$ cat src/ohpc_pkg.sv
// Shared constants for the overheat pin control block.
package ohpc_pkg;

	////////////////////////////////////////////////////////////////////////////////
	localparam logic [7:0] OFS_REMOTE1_TEMP_CONFIG    = 8'h5F;
	localparam logic [7:0] OFS_LOCAL_TEMP_CONFIG      = 8'h60;
	localparam logic [7:0] OFS_REMOTE2_TEMP_CONFIG    = 8'h61;
	localparam logic [7:0] OFS_ACOUSTICS_CONTROL_1    = 8'h62;
	localparam logic [7:0] OFS_REMOTE1_CRITICAL_LIMIT = 8'h6A;
	localparam logic [7:0] OFS_LOCAL_CRITICAL_LIMIT   = 8'h6B;
	localparam logic [7:0] OFS_REMOTE2_CRITICAL_LIMIT = 8'h6C;
	localparam logic [7:0] OFS_ALERT_MASK_2           = 8'h75;
	localparam logic [7:0] OFS_CONFIG_3               = 8'h78;
	localparam logic [7:0] OFS_OVERHEAT_TIMER         = 8'h79;
	localparam logic [7:0] OFS_OVERHEAT_LIMIT         = 8'h7A;
	localparam logic [7:0] OFS_STATUS_2               = 8'h42;

	////////////////////////////////////////////////////////////////////////////////
	localparam int BIT_MONITOR_ENABLE     = 1;
	localparam int BIT_FULL_SPEED         = 2;
	localparam int BIT_LIMIT_MASK         = 5;
	localparam int BIT_LIMIT_FLAG         = 5;
	localparam int BIT_OUTPUT_ENABLE      = 3;
	localparam int BIT_GANG_SELECT        = 4;

	////////////////////////////////////////////////////////////////////////////////
	localparam logic [7:0] RST_TEMP_CONFIG    = 8'h00;
	localparam logic [7:0] RST_ACOUSTICS      = 8'h00;
	localparam logic [7:0] RST_CRITICAL_LIMIT = 8'h64;
	localparam logic [7:0] RST_ALERT_MASK_2   = 8'h00;
	localparam logic [7:0] RST_CONFIG_3       = 8'h00;
	localparam logic [7:0] RST_OVERHEAT_LIMIT = 8'h00;
	localparam logic [7:0] FULL_DUTY          = 8'hFF;
	localparam logic [7:0] ZERO_DUTY          = 8'h00;

	////////////////////////////////////////////////////////////////////////////////
	localparam int CLK_PERIOD_NS    = 10;
	localparam int TIMER_UNIT_NS    = 22_760_000;
	localparam int TIMER_UNIT_CYCLES = (TIMER_UNIT_NS + CLK_PERIOD_NS - 1) / CLK_PERIOD_NS;

endpackage : ohpc_pkg

$ cat src/ohpc_top.sv
// Overheat pin control: pin input timing, fan full_speed_on_alarm, pin output and speed input mapping.
//
// Contract
// The monitoring of the overheat pin as an input works only while config_3 bit 1 is one.
// With config_3 bit 2 set, every fan drive runs at full duty while the pin is asserted; the code also needs bit 1 set and forces only running fans.
// With config_3 bit 2 clear, every fan keeps its programmed duty whatever the pin does.
// Bit 5 of alert_mask_2 blocks the alert output for the overheat limit condition.
// A limit of zero flags the limit and alerts on the very first assertion.
// A nonzero limit alerts only once the cumulative assertion time passes the limit.
// An enabled channel whose temperature exceeds its critical limit by a quarter degree pulls the pin low.
// The output is re-evaluated each monitoring cycle and released at or below the limit.
// Once asserted the pin stays low for at least one whole monitoring cycle.
// Remote 1, local and remote 2 compare against critical limits at 0x6A, 0x6B and 0x6C.
// Bit 3 of 0x5F, 0x60 and 0x61 enables the output per channel, and any enabled trip asserts.
// By default speed input 1 follows drive 1, input 2 drive 2, and inputs 3 and 4 drive 3.
// With bit 4 of 0x62 set, speed inputs 2, 3 and 4 follow drive 2.
// Full-speed full_speed_on_alarm acts only on a fan that is already running.
// The limit flag, bit 5 of status 2, sets whenever the timer value exceeds the limit.
// Masking blocks only the alert output; the status flag still sets.
// The pin is open drain: it is only pulled low or released and is synchronised before use.
`timescale 1ns/1ns
module ohpc_top
	import ohpc_pkg::*;
#(
	parameter int UNIT_CYCLES = TIMER_UNIT_CYCLES,
	parameter int CHANNELS    = 3
) (
	input  wire logic        clk,
	input  wire logic        rst_n,
	input  wire logic  [7:0] reg_addr,
	input  wire logic  [7:0] reg_wdata,
	input  wire logic        reg_wr,
	input  wire logic        reg_rd,
	output logic       [7:0] reg_rdata,
	input  wire logic        overheat_line_in,
	output logic             overheat_line_out,
	output logic             overheat_line_oe,
	output logic             smbalert_n,
	input  wire logic  [9:0] temp_remote1,
	input  wire logic  [9:0] temp_local,
	input  wire logic  [9:0] temp_remote2,
	input  wire logic  [2:0] temp_valid,
	input  wire logic        monitor_cycle_done,
	input  wire logic  [7:0] duty_1,
	input  wire logic  [7:0] duty_2,
	input  wire logic  [7:0] duty_3,
	input  wire logic  [2:0] fan_running,
	output logic       [7:0] fan_drive_1,
	output logic       [7:0] fan_drive_2,
	output logic       [7:0] fan_drive_3,
	input  wire logic  [2:0] drive_pwm,
	output logic       [3:0] speed_input_gate
);

	////////////////////////////////////////////////////////////////////////////////
	logic [7:0] temp_config_reg [CHANNELS];
	logic [7:0] critical_limit_reg [CHANNELS];
	logic [7:0] acoustics_control_1_reg;
	logic [7:0] alert_mask_2_reg;
	logic [7:0] config_3_reg;
	logic [7:0] overheat_limit_reg;
	logic       overheat_limit_flag_reg;
	logic [7:0] reg_rdata_reg;
	logic       line_meta_reg;
	logic       line_sync_reg;
	logic       drive_low_reg;
	logic [1:0] drive_low_hist_reg;
	logic       smbalert_n_reg;
	logic [2:0] trip_reg;
	logic [7:0] fan_drive_reg [CHANNELS];
	logic [3:0] speed_gate_reg;
	logic [9:0] temp_in [CHANNELS];
	logic [7:0] duty_in [CHANNELS];
	logic [7:0] timer_value;
	logic       line_asserted;
	logic       timer_run;
	logic       timer_clear;
	logic       status_clear;
	logic       limit_hit;
	logic       full_speed_on_alarm_active;
	logic [2:0] out_enable;

	assign temp_in[0] = temp_remote1;
	assign temp_in[1] = temp_local;
	assign temp_in[2] = temp_remote2;
	assign duty_in[0] = duty_1;
	assign duty_in[1] = duty_2;
	assign duty_in[2] = duty_3;

	////////////////////////////////////////////////////////////////////////////////
	// Register writes.
	always_ff @(posedge clk) begin
		if (!rst_n) begin
			acoustics_control_1_reg <= RST_ACOUSTICS;
			alert_mask_2_reg        <= RST_ALERT_MASK_2;
			config_3_reg            <= RST_CONFIG_3;
			overheat_limit_reg      <= RST_OVERHEAT_LIMIT;
		end else if (reg_wr) begin
			if (reg_addr == OFS_ACOUSTICS_CONTROL_1) begin
				acoustics_control_1_reg <= reg_wdata;
			end
			if (reg_addr == OFS_ALERT_MASK_2) begin
				alert_mask_2_reg <= reg_wdata;
			end
			if (reg_addr == OFS_CONFIG_3) begin
				config_3_reg <= reg_wdata;
			end
			if (reg_addr == OFS_OVERHEAT_LIMIT) begin
				overheat_limit_reg <= reg_wdata;
			end
		end
	end

	// Per channel configuration and critical limit, offsets follow the channel index.
	for (genvar i = 0; i < CHANNELS; i++) begin : g_chan_regs
		always_ff @(posedge clk) begin
			if (!rst_n) begin
				temp_config_reg[i]    <= RST_TEMP_CONFIG;
				critical_limit_reg[i] <= RST_CRITICAL_LIMIT;
			end else if (reg_wr) begin
				if (reg_addr == OFS_REMOTE1_TEMP_CONFIG + 8'(i)) begin
					temp_config_reg[i] <= reg_wdata;
				end
				if (reg_addr == OFS_REMOTE1_CRITICAL_LIMIT + 8'(i)) begin
					critical_limit_reg[i] <= reg_wdata;
				end
			end
		end
	end

	////////////////////////////////////////////////////////////////////////////////
	// Register reads: data lands one cycle after the read strobe.
	assign timer_clear  = reg_rd && (reg_addr == OFS_OVERHEAT_TIMER);
	assign status_clear = reg_rd && (reg_addr == OFS_STATUS_2);

	always_ff @(posedge clk) begin
		if (!rst_n) begin
			reg_rdata_reg <= 8'h00;
		end else if (reg_rd) begin
			unique case (reg_addr)
				OFS_REMOTE1_TEMP_CONFIG:    reg_rdata_reg <= temp_config_reg[0];
				OFS_LOCAL_TEMP_CONFIG:      reg_rdata_reg <= temp_config_reg[1];
				OFS_REMOTE2_TEMP_CONFIG:    reg_rdata_reg <= temp_config_reg[2];
				OFS_ACOUSTICS_CONTROL_1:    reg_rdata_reg <= acoustics_control_1_reg;
				OFS_REMOTE1_CRITICAL_LIMIT: reg_rdata_reg <= critical_limit_reg[0];
				OFS_LOCAL_CRITICAL_LIMIT:   reg_rdata_reg <= critical_limit_reg[1];
				OFS_REMOTE2_CRITICAL_LIMIT: reg_rdata_reg <= critical_limit_reg[2];
				OFS_ALERT_MASK_2:           reg_rdata_reg <= alert_mask_2_reg;
				OFS_CONFIG_3:               reg_rdata_reg <= config_3_reg;
				OFS_OVERHEAT_TIMER:         reg_rdata_reg <= timer_value;
				OFS_OVERHEAT_LIMIT:         reg_rdata_reg <= overheat_limit_reg;
				OFS_STATUS_2:
					reg_rdata_reg <= 8'(overheat_limit_flag_reg) << BIT_LIMIT_FLAG;
				default:                    reg_rdata_reg <= 8'h00;
			endcase
		end
	end

	////////////////////////////////////////////////////////////////////////////////
	// Pin input. Only the second stage is read by any logic.
	always_ff @(posedge clk) begin
		if (!rst_n) begin
			line_meta_reg <= 1'b1;
			line_sync_reg <= 1'b1;
		end else begin
			line_meta_reg <= overheat_line_in;
			line_sync_reg <= line_meta_reg;
		end
	end

	// The synchroniser lags the pin by two edges, so our own release would otherwise read as an
	// external assertion for two cycles; the pull-down history covers that lag.
	always_ff @(posedge clk) begin
		if (!rst_n) begin
			drive_low_hist_reg <= 2'h0;
		end else begin
			drive_low_hist_reg <= {drive_low_hist_reg[0], drive_low_reg};
		end
	end

	// Our own pull-down is not counted, otherwise the output would feed the timer and full_speed_on_alarm.
	assign line_asserted = !line_sync_reg && !drive_low_reg && (drive_low_hist_reg == 2'h0);
	assign timer_run     = line_asserted && config_3_reg[BIT_MONITOR_ENABLE];

	ohpc_timer #(
		.UNIT_CYCLES (UNIT_CYCLES)
	) u_timer (
		.clk   (clk),
		.rst_n (rst_n),
		.run   (timer_run),
		.clear (timer_clear),
		.value (timer_value)
	);

	////////////////////////////////////////////////////////////////////////////////
	// Limit flag. A zero limit trips as soon as the first-assertion bit shows.
	assign limit_hit = timer_value > overheat_limit_reg;

	// A new hit in the same cycle as the clearing read wins.
	always_ff @(posedge clk) begin
		if (!rst_n) begin
			overheat_limit_flag_reg <= 1'b0;
		end else if (limit_hit) begin
			overheat_limit_flag_reg <= 1'b1;
		end else if (status_clear) begin
			overheat_limit_flag_reg <= 1'b0;
		end
	end

	always_ff @(posedge clk) begin
		if (!rst_n) begin
			smbalert_n_reg <= 1'b1;
		end else begin
			smbalert_n_reg <= !(overheat_limit_flag_reg && !alert_mask_2_reg[BIT_LIMIT_MASK]);
		end
	end

	////////////////////////////////////////////////////////////////////////////////
	// Fan full_speed_on_alarm on an asserted input.
	assign full_speed_on_alarm_active = timer_run && config_3_reg[BIT_FULL_SPEED];

	for (genvar i = 0; i < CHANNELS; i++) begin : g_fan
		always_ff @(posedge clk) begin
			if (!rst_n) begin
				fan_drive_reg[i] <= ZERO_DUTY;
			end else if (full_speed_on_alarm_active && fan_running[i]) begin
				fan_drive_reg[i] <= FULL_DUTY;
			end else begin
				fan_drive_reg[i] <= duty_in[i];
			end
		end
	end

	////////////////////////////////////////////////////////////////////////////////
	// Pin output. Each channel keeps its trip from its latest measurement.
	for (genvar i = 0; i < CHANNELS; i++) begin : g_trip
		assign out_enable[i] = temp_config_reg[i][BIT_OUTPUT_ENABLE];
		always_ff @(posedge clk) begin
			if (!rst_n) begin
				trip_reg[i] <= 1'b0;
			end else if (temp_valid[i]) begin
				// Quarter degree resolution: above the limit is at least a quarter over it.
				trip_reg[i] <= temp_in[i] > {critical_limit_reg[i], 2'b00};
			end
		end
	end

	// Deciding only at the cycle boundary holds the pin for a whole cycle.
	always_ff @(posedge clk) begin
		if (!rst_n) begin
			drive_low_reg <= 1'b0;
		end else if (monitor_cycle_done) begin
			drive_low_reg <= |(trip_reg & out_enable);
		end
	end

	////////////////////////////////////////////////////////////////////////////////
	// Speed input to drive channel association.
	always_ff @(posedge clk) begin
		if (!rst_n) begin
			speed_gate_reg <= 4'h0;
		end else if (acoustics_control_1_reg[BIT_GANG_SELECT]) begin
			speed_gate_reg <= {drive_pwm[1], drive_pwm[1], drive_pwm[1], drive_pwm[0]};
		end else begin
			speed_gate_reg <= {drive_pwm[2], drive_pwm[2], drive_pwm[1], drive_pwm[0]};
		end
	end

	////////////////////////////////////////////////////////////////////////////////
	assign reg_rdata         = reg_rdata_reg;
	assign overheat_line_out = 1'b0;
	assign overheat_line_oe  = drive_low_reg;
	assign smbalert_n        = smbalert_n_reg;
	assign fan_drive_1       = fan_drive_reg[0];
	assign fan_drive_2       = fan_drive_reg[1];
	assign fan_drive_3       = fan_drive_reg[2];
	assign speed_input_gate  = speed_gate_reg;

endmodule : ohpc_top

$ cat src/ohpc_timer.sv
// Cumulative overheat assertion timer with clear on read and saturation.
`timescale 1ns/1ns
module ohpc_timer
	import ohpc_pkg::*;
#(
	parameter int UNIT_CYCLES = TIMER_UNIT_CYCLES
) (
	input  wire logic       clk,
	input  wire logic       rst_n,
	input  wire logic       run,
	input  wire logic       clear,
	output logic      [7:0] value
);

	logic [31:0] sub_reg;
	logic [7:0]  units_reg;
	logic        seen_reg;
	logic        unit_tick;

	assign unit_tick = run && (sub_reg == 32'(UNIT_CYCLES - 1));

	////////////////////////////////////////////////////////////////////////////////
	// The sub-unit count restarts on clear, so a read loses less than one unit.
	always_ff @(posedge clk) begin
		if (!rst_n || clear || unit_tick) begin
			sub_reg <= 32'h0000_0000;
		end else if (run) begin
			sub_reg <= sub_reg + 32'h0000_0001;
		end
	end

	// Whole units stop at full scale until cleared.
	always_ff @(posedge clk) begin
		if (!rst_n || clear) begin
			units_reg <= 8'h00;
		end else if (unit_tick && units_reg != 8'hFF) begin
			units_reg <= units_reg + 8'h01;
		end
	end

	// A clear during an assertion leaves the first-assertion bit set.
	always_ff @(posedge clk) begin
		if (!rst_n) begin
			seen_reg <= 1'b0;
		end else if (run) begin
			seen_reg <= 1'b1;
		end else if (clear) begin
			seen_reg <= 1'b0;
		end
	end

	// Below two units only the first-assertion bit shows.
	assign value = (units_reg >= 8'h02) ? units_reg : {7'h00, seen_reg};

endmodule : ohpc_timer

$ cat config.mk
export PLATFORM = sky130hd
export DESIGN_NAME = ohpc_top
export DESIGN_NICKNAME = d
export VERILOG_FILES = /design/src/ohpc_pkg.sv /design/src/ohpc_top.sv /design/src/ohpc_timer.sv
export SDC_FILE = /design/constraint.sdc
export NUM_CORES = 1
export LEC_CHECK = 0
export BUFFER_PORTS_ARGS = -buffer_cell sky130_fd_sc_hd__buf_2
export CORE_MARGIN = 4
export CORE_UTILIZATION = 45
export CTS_CLUSTER_SIZE = 40
export DETAILED_ROUTE_END_ITERATION = 6
export GPL_TIMING_DRIVEN = 1
export PLACE_DENSITY = 0.67
export SYNTH_ARGS = -nofsm -noshare
export SYNTH_HDL_FRONTEND = slang
export SYNTH_HIERARCHICAL = 1
export SYNTH_SLANG_ARGS = --single-unit
$ cat constraint.sdc
create_clock -name clk -period 6.8 [get_ports clk]
set_input_delay 0.68 -clock clk [delete_from_list [all_inputs] [get_ports clk]]
set_output_delay 0.68 -clock clk [all_outputs]
set_load 0.1 [all_outputs]
* After elaboration in Yosys (flattened, before gate mapping) *
Memory sizes are Yosys's and may differ from the RTL's.
Cells that the tools add are included.

word-level totals
  register bits = 95
  output and inout bits = 39
  RAM bits = 72
  memories = 3
  input bits = 85

cells by class
  bitwise logic cells = 13
  reductions and logical operators = 27
  eq/ne operators = 14
  add/subtract/negate cells = 2
  muxes and demuxes = 62
  $lt $le $gt $ge = 5

memories
  memory              words  bits a word  read ports  clocked after memory_dff  write ports  RTL line        source
  critical_limit_reg  3      8            3           0                         3            ohpc_top.sv:57  logic [7:0] critical_limit_reg [CHANNELS];
  fan_drive_reg       3      8            3           0                         3            ohpc_top.sv:70  logic [7:0] fan_drive_reg [CHANNELS];
  temp_config_reg     3      8            3           0                         3            ohpc_top.sv:56  logic [7:0] temp_config_reg [CHANNELS];

operator list
  kind                     number
  $mux W8                  13
  $eq A8 B7 Y1 const B     12
  $pmux W8 S12             1
  $mux W1                  47
  $add A32 B1 Y32 const B  1
  $eq A32 B22 Y1 const B   1
  $gt A10 B10 Y1           3
  $logic_and A1 B1 Y1      12
  $or A1 B1 Y1             12
  $add A8 B1 Y8 const B    1
  $ge A8 B2 Y1 const B     1
  $gt A8 B8 Y1             1
  $ne A8 B8 Y1 const B     1
  $reduce_and A2 Y1        4
  $logic_not A1 Y1         5
  $mux W4                  1
  $reduce_bool A2 Y1       2
  $and A3 B3 Y3            1
  $reduce_or A3 Y1         1
  $logic_not A2 Y1         1
  $logic_or A1 B1 Y1       2

* Logic depth before layout (Yosys ltp) *
  depth in word-level cells = 11
  gate-level depth with buffers = 12

* Modules after synthesis *
Netlist, hierarchy kept.

modules (own cells, without submodules)
  module      area each (µm²)  instances  cells an instance
  ohpc_top    6626.4           1          643
  ohpc_timer  1990.7           1          238

* Worst setup path before layout *
No wires, ideal clock.

  path type = reg-to-reg
  start point = reg drive_low_reg (netlist: overheat_line_oe)
  end point = reg u_timer.units_reg[3]
  data arrival time = 3.082 ns
  period minus slack after synthesis = 3.152 ns
  setup slack = 3.648 ns
  buffers on the path = 2
  stages on the path, launching flop included = 9
  cells stage by stage = dfxtp_1 -> nor4_1 -> buf_2 -> nand4_1 -> or4_4 -> or3_1 -> buf_6 -> or3_1 -> a21oi_1

between the ends
  word-level cells in the longest chain between the ends = 6

ends and longest elaborated chain
  element                            RTL line          source
  start, declared                    ohpc_top.sv:66    logic drive_low_reg;
  start signal, assigned             ohpc_top.sv:253   drive_low_reg <= |(trip_reg & out_enable);
  $logic_not A1 Y1                   ohpc_top.sv:182   assign line_asserted = !line_sync_reg && !drive_low_reg && (drive_low_hist_reg == 2'h0);
  $logic_and A1 B1 Y1 (2 in series)  ohpc_top.sv:182
  $logic_and A1 B1 Y1                ohpc_top.sv:183   assign timer_run = line_asserted && config_3_reg[BIT_MONITOR_ENABLE];
  named net timer_run                ohpc_top.sv:76    logic timer_run;
  $logic_and A1 B1 Y1                ohpc_timer.sv:20  assign unit_tick = run && (sub_reg == 32'(UNIT_CYCLES - 1));
  $logic_and A1 B1 Y1                ohpc_timer.sv:36  end else if (unit_tick && units_reg != 8'hFF) begin
  end signal, assigned               ohpc_timer.sv:37  units_reg <= units_reg + 8'h01;
  end, declared                      ohpc_timer.sv:16  logic [7:0] units_reg;

The timed path passes the listed nets, and every way through them passes these cells.
A chain may end at the register's enable or synchronous reset.

* Worst setup path in the final report *
  start point = reg drive_low_reg (netlist: overheat_line_oe)
  end point = reg u_timer.units_reg[7]

Same word-level chain as after synthesis.

==> flow_summary.yaml <==
outcome:
  status: "finished clean"
synthesis:
  ys_ff_latch: 166
  yosys_warnings: 6
  synth_ff_type: "dfxtp_1"
  yosysTopAreaCellShare_pct: 25.09
  avgSynthCellArea_um2: 9.781
  yosys.area.top_type: "edfxtp_1"
  synth-edff-count: 72
  synth_area_leaders: "edfxtp_1, dfxtp_1, ha_1, mux2i_1, and2_1"
  post_synth_num_cell_types: 71
  ys_top_cells_by_count: "dfxtp_1, edfxtp_1, nor2_1"
  synth_cells: 881
  seq_area_frac_synth_pct: 46.93
  synth.most_common_cell: "dfxtp_1"
  syn-cell-area_um2: 8617
  async_reset_ff_share_pct: 0
die:
  fp-row-count: 50
  core-area_um2: 18770
  dieHeight_um: 146.4
  ios: 124
  die_area_um2: 21430
  die_x_um: 146.4
  start_util_pct: 45.91
route:
  drt_pass1_iterations: 6
  vias: 6963
  first_iter_violations: 649
  drt-wirelength-per-cell_um: 18.48
  drc: 0
  via_per_inst: 5.606
  postRouteAntennaNets: 0
  totalWireLength_mm: 22.95
timing:
  finalSetupViolations: 0
  fin_tns_setup_ps: 0
  tightest_slew_ps: 1292
  clock-skew-final_ps: 6.899
  finalMaxSlewViolations: 0
  fin_ws_ps: 3804
  period_minus_slack_ps: 2996
  fmax_mhz: 333.8
  rsz0062_at_grt: "no"
  finalCritPeriodShare_pct: 44.06
  hold_viol: 0
  relSlewSlack_pct: 13.06
  fin_hold_ws_ps: 424.8
clock_tree:
  post_cts_buffers: 0
  postCtsHoldBufs: 0
  cts_made_buffers: 17
  path_clk_slew_ps: 70
  cts.sinks: 166
  clk_latency_ps: 430
  clk_path_buf_depth: 2
  cts_resized: 0
  htree_levels: 4
  cts_root_buf: "clkbuf_16"
  cts_tree: "done"
placed_design:
  gp_congestion: 0.9691
  placed_cells: 1210
  port-buffer-count: 122
  dp_hpwl_mm: 16.90
  dpl_worst_slack_ps: 3533
worst_setup_path:
  end_kind: "register"
  start_kind: "register"
  r2r_cells: 7
  worst-setup-path-type: "reg -> reg"
  cp_data_arrival_time_ps: 3360
  path_max_fanout: 11
  crit_required_ps: 7160
layout:
  diodes: 0
  final_nets: 1115
  fin_cells: 1242
  largest_reg_flops: 32
  drive_gt1_share_pct: 17.26
  area_delta_synth_final_pct: 16.06
power:
  peakVddDrop_v: 0.0001305
  p_sw_mw: 0.6436
  power_density_nw_per_um2: 230.0
  p_leak_nw: 3.968
  total_power_mw: 2.300
  power_frac_comb_pct: 11.9
  p_seq_share_pct: 47.5
  switching_share_pct: 27.98
  clockPowerShare_pct: 40.6
  internal_power_mw: 1.657
global_routing:
  grt_usage_pct: 21.37
  gr-total-overflow: 0
  grt_pass1_wl_mm: 36.49
  grt_max_degree: 52
  antenna_found_initial: 0
  grt_pass1_vias: 6534
hold_path:
  hp-class: "reg -> reg"
  whs_path_depth: 1
job:
  maxCapViolations: 0
## final timing paths
path | from | to | slack (ps)
max reg2reg | overheat_line_oe | u_timer/units_reg[7] | 3800
max | overheat_line_oe | u_timer/units_reg[7] | 3800
min | line_meta_reg | line_sync_reg | 420
min reg2reg | line_meta_reg | line_sync_reg | 420
## worst max-delay path, stage by stage, from the launching register on
cell	delay, ps
dfxtp_1	350
nor4_2	400
buf_4	260
nand4_1	220
or4_4	620
or3_1	520
or3_1	400
a21oi_1	140
## power groups by stage
stage	Clock, mW	Combinational (mW)	Sequential (mW)
after detailed placement	0	0.273	1.11
after CTS	0.948	0.274	1.09
after global placement	0	0.271	1.11
after floorplan	0	0.105	1.20
after global routing	0.998	0.294	1.09
final	0.933	0.274	1.09
## logic make-up (layout without fill, tap and decap cells)
group	Yosys count	after routing	synth area share, %
fa+ha+maj	35	35	5.082
simple gates	361	361	23.29
xor+xnor	31	31	3.151
flops	166	166	46.93
buf+inv	100	204	4.719
mux	36	36	4.196
compound gates	150	150	12.55
other cells	2	25	0.08715
## layout by cell type (no fill, tap or decap), types with 3 or more instances in the layout
cell / netlist / routed
nand2b_1: 23 / 23
inv_1: 41 / 41
a22oi_1: 5 / 5
a21boi_0: 16 / 16
clkbuf_16: 0 / 17
inv_6: 0 / 6
nor4_2: 2 / 3
a21o_1: 6 / 6
o211a_1: 4 / 4
nand2_1: 51 / 51
nor3_1: 18 / 18
and2_1: 46 / 46
buf_2: 10 / 122
mux2i_1: 35 / 35
nand3_1: 38 / 38
buf_4: 2 / 9
a221oi_1: 3 / 3
nand3b_1: 8 / 8
or4_1: 3 / 3
o21a_1: 26 / 26
xnor2_1: 7 / 7
and3_1: 14 / 14
edfxtp_1: 72 / 72
nor4_1: 28 / 27
a221o_1: 9 / 9
nand4_1: 26 / 26
nor2_1: 53 / 53
nor2b_1: 25 / 25
a211oi_1: 7 / 7
a21oi_1: 23 / 23
o21ai_0: 22 / 22
xor2_1: 24 / 24
or3_1: 8 / 8
dfxtp_1: 94 / 94
ha_1: 35 / 35
conb_1: 2 / 25
## through the flow
stage / instance area (um^2) / utilization [%]
finish: 10000 / 53.29
global route: 10000 / 53.29
CTS: 10000 / 53.29
detailed placement: 9432 / 50.25
global placement: 9432 / 50.25
floorplan: 8703 / -
## layout make-up
cell class | count | area [um^2]
Clock buffer | 17 | 425.4
Clock inverter | 15 | 143.9
Fill cell | 1689 | 8767
Inverter | 41 | 153.9
Multi-Input combinational cell | 638 | 4263
Sequential cell | 166 | 4044
Tap cell | 234 | 292.8
Timing Repair Buffer | 131 | 678.2
## metal layers
| metal | vias to the layer above | track usage, % | part of all wire [%] |
|---|---|---|---|
| li1 | 3391 | - | - |
| met1 | 3262 | 31.83 | 48 |
| met2 | 274 | 31.23 | 43 |
| met3 | 36 | 4.593 | 7.3 |
| met4 | 0 | 6.256 | 1.9 |
| met5 | - | 0 | 0 |
No activity file was read; power rests on OpenSTA's default activity.
